**config.mk**
```make
export PLATFORM = sky130hd
export DESIGN_NAME = conv_control
export DESIGN_NICKNAME = d
export VERILOG_FILES = /design/src/logic/conv_pkg.sv /design/src/logic/conv_control.sv /design/src/logic/conv_timer.sv /design/src/logic/result_coder.sv
export SDC_FILE = /design/constraint.sdc
export NUM_CORES = 1
export LEC_CHECK = 0
export BUFFER_PORTS_ARGS = -buffer_cell sky130_fd_sc_hd__buf_4
export CORE_UTILIZATION = 45
export DETAILED_ROUTE_END_ITERATION = 8
export MAX_ROUTING_LAYER = met4
export PLACE_DENSITY = 0.7
export SYNTH_ARGS = -nofsm -noshare
export SYNTH_HDL_FRONTEND = slang
export SYNTH_HIERARCHICAL = 1
export SYNTH_SLANG_ARGS = --single-unit
```
**constraint.sdc**
```tcl
create_clock -name mclk_i -period 5.65 [get_ports mclk_i]
set_input_delay 0.2825 -clock mclk_i [delete_from_list [all_inputs] [get_ports mclk_i]]
set_output_delay 0.2825 -clock mclk_i [all_outputs]
set_load 0.01 [all_outputs]
```
**src/logic/conv_pkg.sv**
```systemverilog
package conv_pkg;

    // ==========================================================
    // result format
    // ==========================================================
    localparam int          RESULT_W      = 12;
    localparam logic [11:0] CODE_ZERO     = 12'h000;
    localparam logic [11:0] CODE_MID_LOW  = 12'h7ff;   // just below midscale
    localparam logic [11:0] CODE_MID_HIGH = 12'h800;   // just above midscale
    localparam logic [11:0] CODE_TOP      = 12'hfff;   // highest code
    localparam logic [11:0] SIGN_FLIP     = 12'h800;   // offset binary msb

    // ==========================================================
    // timing
    // ==========================================================
    localparam int          CLK_PERIOD_NS = 50;
    localparam int          CONV_TIME_NS  = 1000;
    localparam int          CONV_CYCLES   = (CONV_TIME_NS + CLK_PERIOD_NS - 1) / CLK_PERIOD_NS;
    localparam int          CNT_W         = 8;
    localparam logic [7:0]  CNT_ZERO      = 8'h00;
    localparam logic [7:0]  CNT_ONE       = 8'h01;

    // ==========================================================
    // sequencer states
    // ==========================================================
    typedef enum logic [2:0]
    {
        ST_TRACK = 3'b001,
        ST_HOLD  = 3'b010,
        ST_CONV  = 3'b100
    } conv_state_t;

endpackage

```
**src/logic/conv_control.sv**
```systemverilog
`timescale 1ns/1ps

module conv_control
    import conv_pkg::*;
#(
    parameter logic [7:0] CONV_LEN = 8'(conv_pkg::CONV_CYCLES)
)
(
    // clock, reset, enable
    input  wire logic                         mclk_i,
    input  wire logic                         reset_i,
    input  wire logic                         ce_i,
    // conversion control
    input  wire logic                         conversion_start_n_i,
    input  wire logic                         bipolar_i,
    input  wire logic [conv_pkg::RESULT_W-1:0] sample_i,
    // read control
    input  wire logic                         chip_select_n_i,
    input  wire logic                         read_n_i,
    // status and result
    output logic                              busy_n_o,
    output logic                              hold_o,
    output logic      [conv_pkg::RESULT_W-1:0] result_bus_o,
    output logic                              result_bus_oe_o
);
    import conv_pkg::*;

    conv_state_t         state_reg;
    logic                start_n_prev_reg;
    logic [RESULT_W-1:0] latch_reg;
    logic [RESULT_W-1:0] coded;
    logic                conv_done;
    logic                start_fall;
    logic                start_rise;
    logic [CNT_W-1:0]    conv_age_reg;

    // ==========================================================
    // edge detection on conversion start (input is synchronous)
    // ==========================================================
    always_ff @(posedge mclk_i)
    begin
        if (reset_i)
            start_n_prev_reg <= 1'b1;
        else if (ce_i)
            start_n_prev_reg <= conversion_start_n_i;
    end

    assign start_fall = start_n_prev_reg && !conversion_start_n_i;
    assign start_rise = !start_n_prev_reg && conversion_start_n_i;

    // ==========================================================
    // sub-blocks
    // ==========================================================
    conv_timer u_timer
    (
        .mclk_i   (mclk_i),
        .reset_i  (reset_i),
        .ce_i     (ce_i),
        .load_i   (start_rise && (state_reg == ST_HOLD)),
        .length_i (CONV_LEN),
        .done_o   (conv_done)
    );

    result_coder u_coder
    (
        .sample_i  (sample_i),
        .bipolar_i (bipolar_i),
        .code_o    (coded)
    );

    // ==========================================================
    // sequencer: track, hold, convert
    // ==========================================================
    // a start edge during conversion is ignored; host must not send one
    always_ff @(posedge mclk_i)
    begin
        if (reset_i)
            state_reg <= ST_TRACK;
        else if (ce_i)
        begin
            unique case (state_reg)
                ST_TRACK:
                    if (start_fall)
                        state_reg <= ST_HOLD;
                ST_HOLD:
                    if (start_rise)
                        state_reg <= ST_CONV;
                ST_CONV:
                    if (conv_done)
                        state_reg <= ST_TRACK;
                default:
                    state_reg <= ST_TRACK;
            endcase
        end
    end

    // ==========================================================
    // sampler hold output
    // ==========================================================
    always_ff @(posedge mclk_i)
    begin
        if (reset_i)
            hold_o <= 1'b0;
        else if (ce_i)
        begin
            if (state_reg == ST_TRACK && start_fall)
                hold_o <= 1'b1;
            else if (state_reg == ST_CONV && conv_done)
                hold_o <= 1'b0;
        end
    end

    // ==========================================================
    // busy output
    // ==========================================================
    // busy falls with conversion start, rises one cycle after the bus is back
    always_ff @(posedge mclk_i)
    begin
        if (reset_i)
            busy_n_o <= 1'b1;
        else if (ce_i)
        begin
            if (state_reg == ST_HOLD && start_rise)
                busy_n_o <= 1'b0;
            else if (state_reg == ST_TRACK && !busy_n_o)
                busy_n_o <= 1'b1;
        end
    end

    // ==========================================================
    // output latch, captured from the held sample
    // ==========================================================
    always_ff @(posedge mclk_i)
    begin
        if (reset_i)
            latch_reg <= CODE_ZERO;
        else if (ce_i && state_reg == ST_CONV && conv_done)
            latch_reg <= coded;
    end

    // ==========================================================
    // three-state bus drive
    // ==========================================================
    // bus comes up the cycle conversion ends, busy follows one cycle later
    always_ff @(posedge mclk_i)
    begin
        if (reset_i)
        begin
            result_bus_o    <= CODE_ZERO;
            result_bus_oe_o <= 1'b0;
        end
        else if (ce_i)
        begin
            result_bus_o <= (state_reg == ST_CONV && conv_done) ? coded : latch_reg;
            if ((state_reg == ST_HOLD && start_rise) || (state_reg == ST_CONV && !conv_done))
                result_bus_oe_o <= 1'b0;
            else
                result_bus_oe_o <= !chip_select_n_i && !read_n_i;
        end
    end

    // ==========================================================
    // checks
    // ==========================================================
    // cycles spent converting, kept only for the length checks
    always_ff @(posedge mclk_i)
    begin
        if (reset_i)
            conv_age_reg <= CNT_ZERO;
        else if (ce_i)
        begin
            if (state_reg == ST_HOLD && start_rise)
                conv_age_reg <= CNT_ONE;
            else if (state_reg == ST_CONV)
                conv_age_reg <= conv_age_reg + CNT_ONE;
        end
    end
endmodule // conv_control

```
**src/logic/conv_timer.sv**
```systemverilog
`timescale 1ns/1ps

module conv_timer
    import conv_pkg::*;
(
    // clock and control
    input  wire logic             mclk_i,
    input  wire logic             reset_i,
    input  wire logic             ce_i,
    input  wire logic             load_i,
    input  wire logic [CNT_W-1:0] length_i,
    // status
    output logic                  done_o
);
    import conv_pkg::*;

    logic [CNT_W-1:0] count_reg;

    // ==========================================================
    // down counter, done pulses on the last cycle
    // ==========================================================
    always_ff @(posedge mclk_i)
    begin
        if (reset_i)
            count_reg <= CNT_ZERO;
        else if (ce_i)
        begin
            if (load_i)
                count_reg <= length_i;
            else if (count_reg != CNT_ZERO)
                count_reg <= count_reg - CNT_ONE;
        end
    end

    assign done_o = (count_reg == CNT_ONE) && !load_i;

endmodule // conv_timer

```
**src/logic/result_coder.sv**
```systemverilog
`timescale 1ns/1ps

module result_coder
    import conv_pkg::*;
(
    // sample and mode
    input  wire logic [RESULT_W-1:0] sample_i,
    input  wire logic                bipolar_i,
    // coded result
    output logic      [RESULT_W-1:0] code_o
);
    import conv_pkg::*;

    // ==========================================================
    // sample is a two's complement value in bipolar mode
    // ==========================================================
    // flipping msb gives offset binary, so zero lands on 7ff/800 edge
    assign code_o = bipolar_i ? (sample_i ^ SIGN_FLIP) : sample_i;

endmodule // result_coder

```
==> qor.txt, run 1 <==
status: finished clean
vias per inst: 5.265
startpoint type of the worst setup path: flip-flop
IO buf count: 33
commonest cells after routing, fill and taps aside: nand2_1 (63), dfxtp_1 (39), buf_4 (34)
Worst Path Buf+Inv: 0
Least-Margin Pin Slew: 1.115 ns
Synth async-reset ratio: 0%
Final period util: 50.94%
TritonCTS clock tree: yes
Hold EP: start_n_prev_reg
RSZ-0062 raised after global routing: false
mean cell area of the mapped netlist: 8.005 um2
Post-Place Cell Area: 2183 um2
Synth cell types: 43
die height: 68.55 um
crit path kind: flip-flop to flip-flop
drt first pass iters: 4
vias in the first global route: 1,528
Min-Delay Startpoint: conversion_start_n_i
DRC Markers: 0
antenna cells: 0
critical path arrival: 3.03 ns
via count: 1,690
R2R depth: 7
worst rel slew slack: 25.42%
switch share: 36.40%
Setup TNS Final: 0 ns
clock slew at reported path FFs: 0.08 ns
synth-to-layout area growth: 13.81%
Finished Layout Cells: 321
slowest stage delay, CP: 0.55 ns
part of the power in registers: 42.4%
net switching power: 0.0003020 W
post-cts gate resize count: 0
GPL Wtd Cong: 0.7969
CP required: 5.81 ns
cell family with most CP delay: simple AND/OR/NAND/NOR gates
final setup vio count: 0
commonest non-fill, non-tap cell in the layout: nand2_1
gr usage total: 20.25%
R2R setup slack: 2.77 ns
aggregate global routing overflow: 0
Ys Warns: 6
num rows: 23
I/O Pins: 34
Synth Flop Type: dfxtp_1
core area: 4115 um2
Max Clock Freq: 0.3475 GHz
hold buffers post-CTS: 0
crit path time final: 2.878 ns
CP Cell Sequence: nand4bb_1 -> nor2_1 -> or4_4 -> nor3_1 -> nand4bb_1 -> nand2_1 -> a311oi_1
Pleak: 0.8528 nW
combinational share of power: 35.3%
max_cap viols: 0
fin nets: 292
Post-CTS Setup Repair Bufs: 0
final WL: 4162 um
Clock Latency Late Sink: 0.29 ns
Post-Syn Instances: 249
number of enable flip-flop cells after synthesis: 0
fraction of the yosys area taken by sequential cells: 39.17%
layout cells sized above 1: 16.24%
power share of the clock group: 22.3%
DP Cell Count: 313
Post-Syn Area: 1993 um2
final hold vios: 0
Worst Skew: 0.002711 ns
Tightest Hold Check Type: input pin to flip-flop
Max VDD drop: 0.0001589 V
Seq cells post-synth: 39
slowest library cell on the worst path: nand4bb_1
chip width: 68.55 um
r2r endpoint: result_bus_o[9]
PwrDens: 365.7 nW/um2
Post-DRT Antenna Nets: 0
initial antenna violation count: 0
Max Slew Vio Count: 0
total number of H-tree levels: 2
Iteration-0 DRC Markers: 58
first-pass GRT wire length: 6748 um
Clock Path Buffers: 2
die area: 4699 um2
worst r2r src: state_reg[2]
post-detailed-route wirelength per cell: 12.97 um
CP Capture Type: flip-flop
Final Cell Area: 2268 um2
Max FO, Critical Path: 21
Final Total Pwr: 0.0008295 W
WHS Path Cells: 3
largest net degree at the start of global routing: 41
Sinks on Clock Net: 39
initial core utilization: 48.43%
post-DP HPWL: 2789 um
Root Buffer Master: clkbuf_8
cell-internal power: 0.0005275 W
total CTS buffers: 5
cell mode on critical path: nand4bb_1
-- worst register-to-register path: stages (launching register included) --
cell and delay [ns]:
dfxtp_1 0.46, nand4bb_1 0.22, nor2_1 0.26, or4_4 0.54
nor3_1 0.37, nand4bb_1 0.55, nand2_1 0.24, a311oi_1 0.10
-- cell usage after synthesis (2+ instances only) --
library cell,count,area share (%)
clkbuf_1,8,1.5
nor2_1,23,4.3
buf_4,13,4.9
o22ai_1,2,0.63
mux2i_1,13,6.5
dfxtp_1,39,39
buf_2,3,0.75
nand2b_1,4,1.3
a31oi_1,2,0.63
nand4bb_1,2,1.1
nand2_1,63,12
ha_1,3,1.9
o21ai_1,3,0.75
nand3_1,3,0.75
nor3b_1,3,1.1
a21oi_1,10,2.5
a311oi_1,12,5.3
inv_1,7,1.3
nand3b_1,2,0.75
conb_1,2,0.38
nor3_1,3,0.75
o21ai_0,7,1.8
buf_1,2,0.38
-- worst max-delay path by stage --
stage | startpoint | to | slack [ns] | cells past startpoint
6_report | state_reg[2] | result_bus_o[9] | 2.77 | 7
4_1_cts | state_reg[2] | result_bus_o[9] | 2.79 | 7
2_1_floorplan | state_reg[2] | latch_reg[0] | 3.44 | 8
3_5_place_dp | state_reg[2] | result_bus_o[9] | 2.80 | 7
3_3_place_gp | state_reg[2] | result_bus_o[9] | 2.93 | 7
5_1_grt | state_reg[2] | result_bus_o[7] | 2.51 | 7
-- cells by family after synthesis --
| family | after synthesis | synth area share [%] |
|---|---|---|
| buf+inv | 33 | 8.851 |
| other cells | 2 | 0.3768 |
| flops | 39 | 39.17 |
| simple gates | 111 | 25.42 |
| compound gates | 47 | 17.33 |
| fa+ha+maj | 3 | 1.883 |
| mux | 13 | 6.528 |
| xor+xnor | 1 | 0.4395 |
-- cell type report --
type | count | area, um2
inverters | 7 | 26.28
repair buffers | 34 | 255.2
multi-input cells | 183 | 1059
clock buffers | 6 | 72.57
fillers | 393 | 1847
clock inverters | 2 | 12.51
well taps | 50 | 62.56
flip-flops and latches | 39 | 780.7
-- metal layers --
metal | global-route usage, % | part of all wire, % | up-vias
met2 | 31.99 | 46 | 33
met1 | 23.91 | 48 | 771
met3 | 4.934 | 4.3 | 4
met4 | 10.16 | 0.77 | 0
met5 | - | 0 | -
li1 | - | - | 882
-- through the flow --
stage | util (%) | setup WS, ns | hold WS, ns
after global routing | 55.12 | 2.514 | 0.2358
final | 55.12 | 2.772 | 0.2312
after global placement | 53.06 | 2.932 | 0.4456
after detailed placement | 53.06 | 2.799 | 0.4514
after floorplan | - | 3.442 | 0.4111
after CTS | 55.12 | 2.790 | 0.2195
-- power by group through the flow --
stage          logic, W  registers [W]  clock network [W]
2_1_floorplan  0.000238       0.000342                  0
3_3_place_gp   0.000285       0.000358                  0
3_5_place_dp   0.000290       0.000357                  0
4_1_cts        0.000291       0.000351           0.000193
5_1_grt        0.000327       0.000358           0.000200
6_report       0.000292       0.000352           0.000185
Note: power is estimated with default switching activity, not from simulation.
==> run 2: changes to the inputs <==
--- a/config.mk
+++ b/config.mk
@@ -5,6 +5,7 @@
 export SDC_FILE = /design/constraint.sdc
 export NUM_CORES = 1
 export LEC_CHECK = 0
+export ABC_AREA = 1
 export BUFFER_PORTS_ARGS = -buffer_cell sky130_fd_sc_hd__buf_4
 export CORE_UTILIZATION = 45
 export DETAILED_ROUTE_END_ITERATION = 8
==> constraint.sdc (replaced) <==
create_clock -name mclk_i -period 2.65 [get_ports mclk_i]
set_input_delay 0.1325 -clock mclk_i [delete_from_list [all_inputs] [get_ports mclk_i]]
set_output_delay 0.1325 -clock mclk_i [all_outputs]
set_load 0.01 [all_outputs]
==> qor.txt, run 2 <==
status: finished clean (unchanged)
CP required: 2.89 ns (was 5.81 ns)
Synth Area in XOR/XNOR: 0.4174% (was 0.4394%)
post-synth top area share: 37.21% (was 39.17%)
Post-Syn Instances: 301 (was 249)
Ys Warns: 6 (unchanged)
initial antenna violation count: 0 (unchanged)
TritonCTS clock tree: yes (unchanged)
hold buffers post-CTS: 0 (unchanged)
Max Slew Vio Count: 0 (unchanged)
Max Clock Freq: 0.4767 GHz (was 0.3475 GHz)
Seq cells post-synth: 39 (unchanged)
vias per inst: 4.882 (was 5.265)
Synth cell types: 33 (was 43)
antenna cells: 0 (unchanged)
Final period util: 79.16% (was 50.94%)
max_cap viols: 0 (unchanged)
Post-CTS Setup Repair Bufs: 0 (unchanged)
Synth Flop Type: dfxtp_1 (unchanged)
CP Capture Type: flip-flop (unchanged)
final WL: 4254 um (was 4162 um)
IO buf count: 33 (unchanged)
Setup TNS Final: 0 ns (unchanged)
GPL Wtd Cong: 0.8410 (was 0.7969)
most common library cells after synthesis: nand2_1 (61), nor2_1 (46), dfxtp_1 (39) (was nand2_1 (63), dfxtp_1 (39), nor2_1 (23))
final hold vios: 0 (unchanged)
number of enable flip-flop cells after synthesis: 0 (unchanged)
Synth Area in Adders: 1.789% (was 1.883%)
Fillers: 444 (was 393)
DP Cell Count: 372 (was 313)
final setup vio count: 0 (unchanged)
area leader, netlist: dfxtp_1 (unchanged)
part of the power in registers: 40.8% (was 42.4%)
vias in the first global route: 1,677 (was 1,528)
Synth Area in Compound Gates: 10.67% (was 17.33%)
net switching power: 0.0006941 W (was 0.0003020 W)
commonest non-fill, non-tap cell in the layout: nand2_1 (unchanged)
mean cell area of the mapped netlist: 6.971 um2 (was 8.005 um2)
main combinational cell family by area after synthesis: simple AND/OR/NAND/NOR gates (unchanged)
fin nets: 349 (was 292)
Iteration-0 DRC Markers: 101 (was 58)
Clock Path Buffers: 2 (unchanged)
worst r2r src: state_reg[1] (was state_reg[2])
power share of the clock group: 22.6% (was 22.3%)
R2R setup slack: 0.55 ns (was 2.77 ns)
Worst Setup EP: result_bus_o[6] (was result_bus_o[9])
Pleak: 1.111 nW (was 0.8528 nW)
I/O Pins: 34 (unchanged)
via count: 1,855 (was 1,690)
Top Metal Used: met4 (unchanged)
Clock Latency Late Sink: 0.29 ns (about the same)
post-detailed-route wirelength per cell: 11.19 um (was 12.97 um)
total number of H-tree levels: 2 (unchanged)
crit path from: state_reg[1] (was state_reg[2])
r2r endpoint: result_bus_o[6] (was result_bus_o[9])
num rows: 24 (was 23)
post-DP HPWL: 2908 um (was 2789 um)
post-synthesis mux area share: 0% (was 6.529%)
die height: 70.29 um (was 68.55 um)
post-cts gate resize count: 0 (unchanged)
R2R depth: 12 (was 7)
clock slew at reported path FFs: 0.08 ns (about the same)
Finished Layout Cells: 380 (was 321)
aggregate global routing overflow: 0 (unchanged)
Root Buffer Master: clkbuf_8 (unchanged)
commonest cells after routing, fill and taps aside: nand2_1 (61), nor2_1 (46), dfxtp_1 (39) (was nand2_1 (63), dfxtp_1 (39), buf_4 (34))
Worst Skew: 0.008953 ns (was 0.002711 ns)
core area: 4414 um2 (was 4115 um2)
combinational share of power: 36.5% (was 35.3%)
DRC Markers: 0 (unchanged)
switch share: 39.16% (was 36.40%)
chip width: 70.29 um (was 68.55 um)
Post-Syn Area: 2098 um2 (was 1993 um2)
critical path arrival: 2.34 ns (was 3.03 ns)
layout cells sized above 1: 18.90% (was 16.24%)
Synth async-reset ratio: 0% (unchanged)
first-pass GRT wire length: 7383 um (was 6748 um)
cell-internal power: 0.001079 W (was 0.0005275 W)
RSZ-0062 raised after global routing: false (unchanged)
area share of and/or/nand/nor cells after synthesis: 35.90% (was 25.42%)
Post-DRT Antenna Nets: 0 (unchanged)
PwrDens: 747.6 nW/um2 (was 365.7 nW/um2)
initial core utilization: 47.53% (was 48.43%)
Core Util, Final: 53.71% (was 55.12%)
crit path kind: flip-flop to flip-flop (unchanged)
gr usage total: 19.17% (was 20.25%)
crit path time final: 2.098 ns (was 2.878 ns)
Sinks on Clock Net: 39 (unchanged)
synth-to-layout area growth: 13.00% (was 13.81%)
die area: 4940 um2 (was 4699 um2)
Tightest Hold Check Type: input pin to flip-flop (unchanged)
startpoint type of the worst setup path: flip-flop (unchanged)
drt first pass iters: 4 (unchanged)
count leader, synth: nand2_1 (unchanged)
met2 wire len: 1912 um (was 1934 um)
routed wl met3: 208 um (was 181 um)
total CTS buffers: 5 (unchanged)
largest net degree at the start of global routing: 30 (was 41)
fraction of the yosys area taken by sequential cells: 37.21% (was 39.17%)
synth top area cells: dfxtp_1 (37%), nand2_1 (11%), nor2_1 (8.2%), nand3_1 (6.9%), a21oi_1 (5.5%) (was dfxtp_1 (39%), nand2_1 (12%), mux2i_1 (6.5%), a311oi_1 (5.3%), buf_4 (4.9%))
Max VDD drop: 0.0003868 V (was 0.0001589 V)
M1 WL: 2086 um (was 2013 um)
Max FO, Critical Path: 13 (was 21)
[run 2: power groups by stage]
stage	combinational [W]	sequential (W)	clock, W
3_5_place_dp	0.000639	0.000735	0
2_1_floorplan	0.000556	0.000720	0
4_1_cts	0.000644	0.000722	0.000412
5_1_grt	0.000746	0.000734	0.000442
6_report	0.000648	0.000723	0.000401
3_3_place_gp	0.000634	0.000735	0
[run 2: layout make-up]
class	count	area (um2)	area share, %
flip-flops and latches	39	780.7	32.93
repair buffers	35	262.8	11.08
clock inverters	2	12.51	0.5277
well taps	52	65.06	2.744
clock buffers	6	72.57	3.061
inverters	33	123.9	5.224
multi-input cells	213	1054	44.43
[run 2: kinds of logic after synthesis]
family,after synthesis
other,2
and+or+nand+nor,159
DFF,39
buffers and inverters,55
AOI/OAI and AO/OA,42
adders and majority gates,3
xor gates and xnor gates,1
[run 2: how the worst min path moves through the flow]
stage | from | endpoint | cells after the start
after global routing | conversion_start_n_i | start_n_prev_reg | 3
after floorplan | reset_i | u_timer/count_reg[5] | 1
after detailed placement | conversion_start_n_i | start_n_prev_reg | 3
after CTS | conversion_start_n_i | start_n_prev_reg | 3
after global placement | conversion_start_n_i | start_n_prev_reg | 3
final | conversion_start_n_i | start_n_prev_reg | 3
[run 2: critical path: stages, from the launching register on]
cell and delay [ns]:
dfxtp_1 0.37, inv_1 0.10, nor2_2 0.04, nand3_1 0.10, clkinv_1 0.10, inv_2 0.15
nand2_1 0.07, nor2_1 0.34, nand3_4 0.26, nor2_4 0.22, nand2_1 0.11, nand3_1 0.07
and2_1 0.11
[run 2: routing by layer]
layer  GRT usage [%]  vias to the layer above
met5               -                        -
met4           7.333                        0
met3           4.473                        5
met2           30.58                       40
met1           23.39                      826
li1                -                      984
[run 2: metrics by stage]
| stage | setup slack (ns) | area, um2 | hold slack [ns] | power (W) |
|---|---|---|---|---|
| 6_report | 0.5523 | 2371 | 0.06964 | 0.001773 |
| 5_1_grt | 0.3078 | 2371 | 0.09049 | 0.001923 |
| 4_1_cts | 0.5204 | 2371 | 0.06888 | 0.001778 |
| 3_5_place_dp | 0.5444 | 2286 | 0.3793 | 0.001374 |
| 3_3_place_gp | 0.6065 | 2286 | 0.3712 | 0.001368 |
| 2_1_floorplan | 0.5431 | 2121 | 0.1949 | 0.001276 |
==> run 3: changes to the inputs <==
--- a/config.mk
+++ b/config.mk
@@ -10,7 +10,7 @@
 export CORE_UTILIZATION = 45
 export DETAILED_ROUTE_END_ITERATION = 8
 export MAX_ROUTING_LAYER = met4
-export PLACE_DENSITY = 0.7
+export PLACE_DENSITY = 0.72
 export SYNTH_ARGS = -nofsm -noshare
 export SYNTH_HDL_FRONTEND = slang
 export SYNTH_HIERARCHICAL = 1
==> constraint.sdc (replaced) <==
create_clock -name mclk_i -period 1.73 [get_ports mclk_i]
set_input_delay 0.0865 -clock mclk_i [delete_from_list [all_inputs] [get_ports mclk_i]]
set_output_delay 0.0865 -clock mclk_i [all_outputs]
set_load 0.01 [all_outputs]
==> qor.txt, run 3 (synthesized netlist as in run 2, its figures left out) <==
total number of H-tree levels: 2 (unchanged)
final setup vio count: 0 (unchanged)
final WL: 4612 um (was 4254 um)
post-detailed-route wirelength per cell: 11.53 um (was 11.19 um)
post-DP HPWL: 2993 um (was 2908 um)
Final period util: 99.18% (was 79.16%)
chip width: 70.29 um (unchanged)
layout cells sized above 1: 29.31% (was 18.90%)
vias per inst: 4.930 (was 4.882)
register area: 783.3 um2 (was 780.7 um2)
CP Capture Type: flip-flop (unchanged)
crit path time final: 1.716 ns (was 2.098 ns)
first-pass GRT wire length: 7341 um (was 7383 um)
Post-DRT Antenna Nets: 0 (unchanged)
gr usage total: 19.03% (was 19.17%)
Worst Path Buf+Inv: 4 (was 3)
aggregate global routing overflow: 0 (unchanged)
PwrDens: 1085 nW/um2 (was 747.6 nW/um2)
startpoint type of the worst setup path: flip-flop (unchanged)
Max VDD drop: 0.0006367 V (was 0.0003868 V)
CP required: 1.97 ns (was 2.89 ns)
commonest non-fill, non-tap cell in the layout: nand2_1 (unchanged)
synth-to-layout area growth: 23.91% (was 13.00%)
Max Clock Freq: 0.5828 GHz (was 0.4767 GHz)
Max FO, Critical Path: 8 (was 13)
Fillers: 424 (was 444)
slowest stage delay, CP: 0.35 ns (was 0.37 ns)
initial core utilization: 47.53% (unchanged)
vias in the first global route: 1,715 (was 1,677)
crit path kind: flip-flop to flip-flop (unchanged)
via count: 1,972 (was 1,855)
largest net degree at the start of global routing: 30 (unchanged)
max_cap viols: 0 (unchanged)
DP Cell Count: 377 (was 372)
CP Cell Sequence: inv_2 -> nand2_2 -> inv_2 -> nand3_2 -> clkinv_2 -> inv_2 -> nand2_2 -> nor2_4 -> nand3_4 -> nor2_4 -> nand2_2 -> nand3_2 -> and2_1 (was inv_1 -> nor2_2 -> nand3_1 -> clkinv_1 -> inv_2 -> nand2_1 -> nor2_1 -> nand3_4 -> nor2_4 -> nand2_1 -> nand3_1 -> and2_1)
Iteration-0 DRC Markers: 173 (was 101)
total CTS buffers: 5 (unchanged)
commonest cells after routing, fill and taps aside: nand2_1 (53), buf_4 (50), nor2_1 (45) (was nand2_1 (61), nor2_1 (46), dfxtp_1 (39))
slowest library cell on the worst path: dfxtp_2 (was dfxtp_1)
RSZ-0062 raised after global routing: true (was false)
Pleak: 1.248 nW (was 1.111 nW)
Root Buffer Master: clkbuf_8 (unchanged)
fin nets: 369 (was 349)
DRC Markers: 0 (unchanged)
I/O Pins: 34 (unchanged)
die height: 70.29 um (unchanged)
IO buf count: 33 (unchanged)
Finished Layout Cells: 400 (was 380)
num rows: 24 (unchanged)
Sinks on Clock Net: 39 (unchanged)
antenna cells: 0 (unchanged)
Worst Skew: 0.006743 ns (was 0.008953 ns)
die area: 4940 um2 (unchanged)
drt first pass iters: 4 (unchanged)
cell family with most CP delay: simple AND/OR/NAND/NOR gates (unchanged)
Max Slew Vio Count: 0 (unchanged)
initial antenna violation count: 0 (unchanged)
status: finished clean (unchanged)
TritonCTS clock tree: yes (unchanged)
Final Total Pwr: 0.002820 W (was 0.001773 W)
Tightest Hold Check Type: input pin to flip-flop (unchanged)
Clock Latency Late Sink: 0.29 ns (about the same)
clock slew at reported path FFs: 0.08 ns (about the same)
critical path arrival: 1.96 ns (was 2.34 ns)
core area: 4414 um2 (unchanged)
Clock Path Buffers: 2 (unchanged)
final hold vios: 0 (unchanged)
worst hold slack: 0.04118 ns (was 0.06964 ns)
area of the multi-input gates: 1121 um2 (was 1054 um2)
GPL Wtd Cong: 0.8381 (was 0.8410)
run 3: final timing paths:
kind                         from                to  slack, ns  depth (start not counted)
min          conversion_start_n_i  start_n_prev_reg       0.04                          3
max              start_n_prev_reg   result_bus_o[6]       0.01                         13
max reg2reg      start_n_prev_reg   result_bus_o[6]       0.01                         13
min reg2reg          latch_reg[6]      latch_reg[6]       0.47                          2
run 3: repair_timing:
action / in CTS / in global routing
setup buffers: 0 / 14
gates resized for setup: 0 / 21
endpoints found under the setup margin: 0 / 28
hold buffers: 0 / 0
run 3: metrics by stage:
| step | area (um2) | setup TNS (ns) | setup slack (ns) | utilization [%] |
|---|---|---|---|---|
| after floorplan | 2153 | 0 | 0.01373 | - |
| after global placement | 2340 | 0 | 0.1222 | 53.00 |
| after detailed placement | 2340 | 0 | 0.04538 | 53.00 |
| after CTS | 2425 | 0 | 0.01781 | 54.93 |
| after global routing | 2600 | -0.8254 | -0.09771 | 58.90 |
| final | 2600 | 0 | 0.01413 | 58.90 |
run 3: cell type report:
class	instances	area share, %
multi-input cells	214	43.12
inverters	33	4.812
clock inverters	2	0.4812
repair buffers	54	16.17
clock buffers	6	2.791
well taps	52	2.502
flip-flops and latches	39	30.13
run 3: power by group:
group / switching (W) / total (W) / internal (W) / leakage [nW]
Combinational: 0.000666 / 0.00112 / 0.000456 / 0.891
Sequential: 0.0000919 / 0.00109 / 0.000995 / 0.316
Clock: 0.000329 / 0.000611 / 0.000282 / 0.0412
Total: 0.00109 / 0.00282 / 0.00173 / 1.25
run 3: worst min-delay path, stage by stage:
cell and delay, ns:
buf_4 0.10, a21oi_1 0.05, o21ai_0 0.07
run 3: routing by layer:
layer	track usage [%]	share of wire (%)	vias to the layer above
li1	-	-	1032
met1	23.61	48	900
met2	29.74	47	34
met3	4.618	3.6	6
met4	7.333	1.6	0
met5	-	0	-
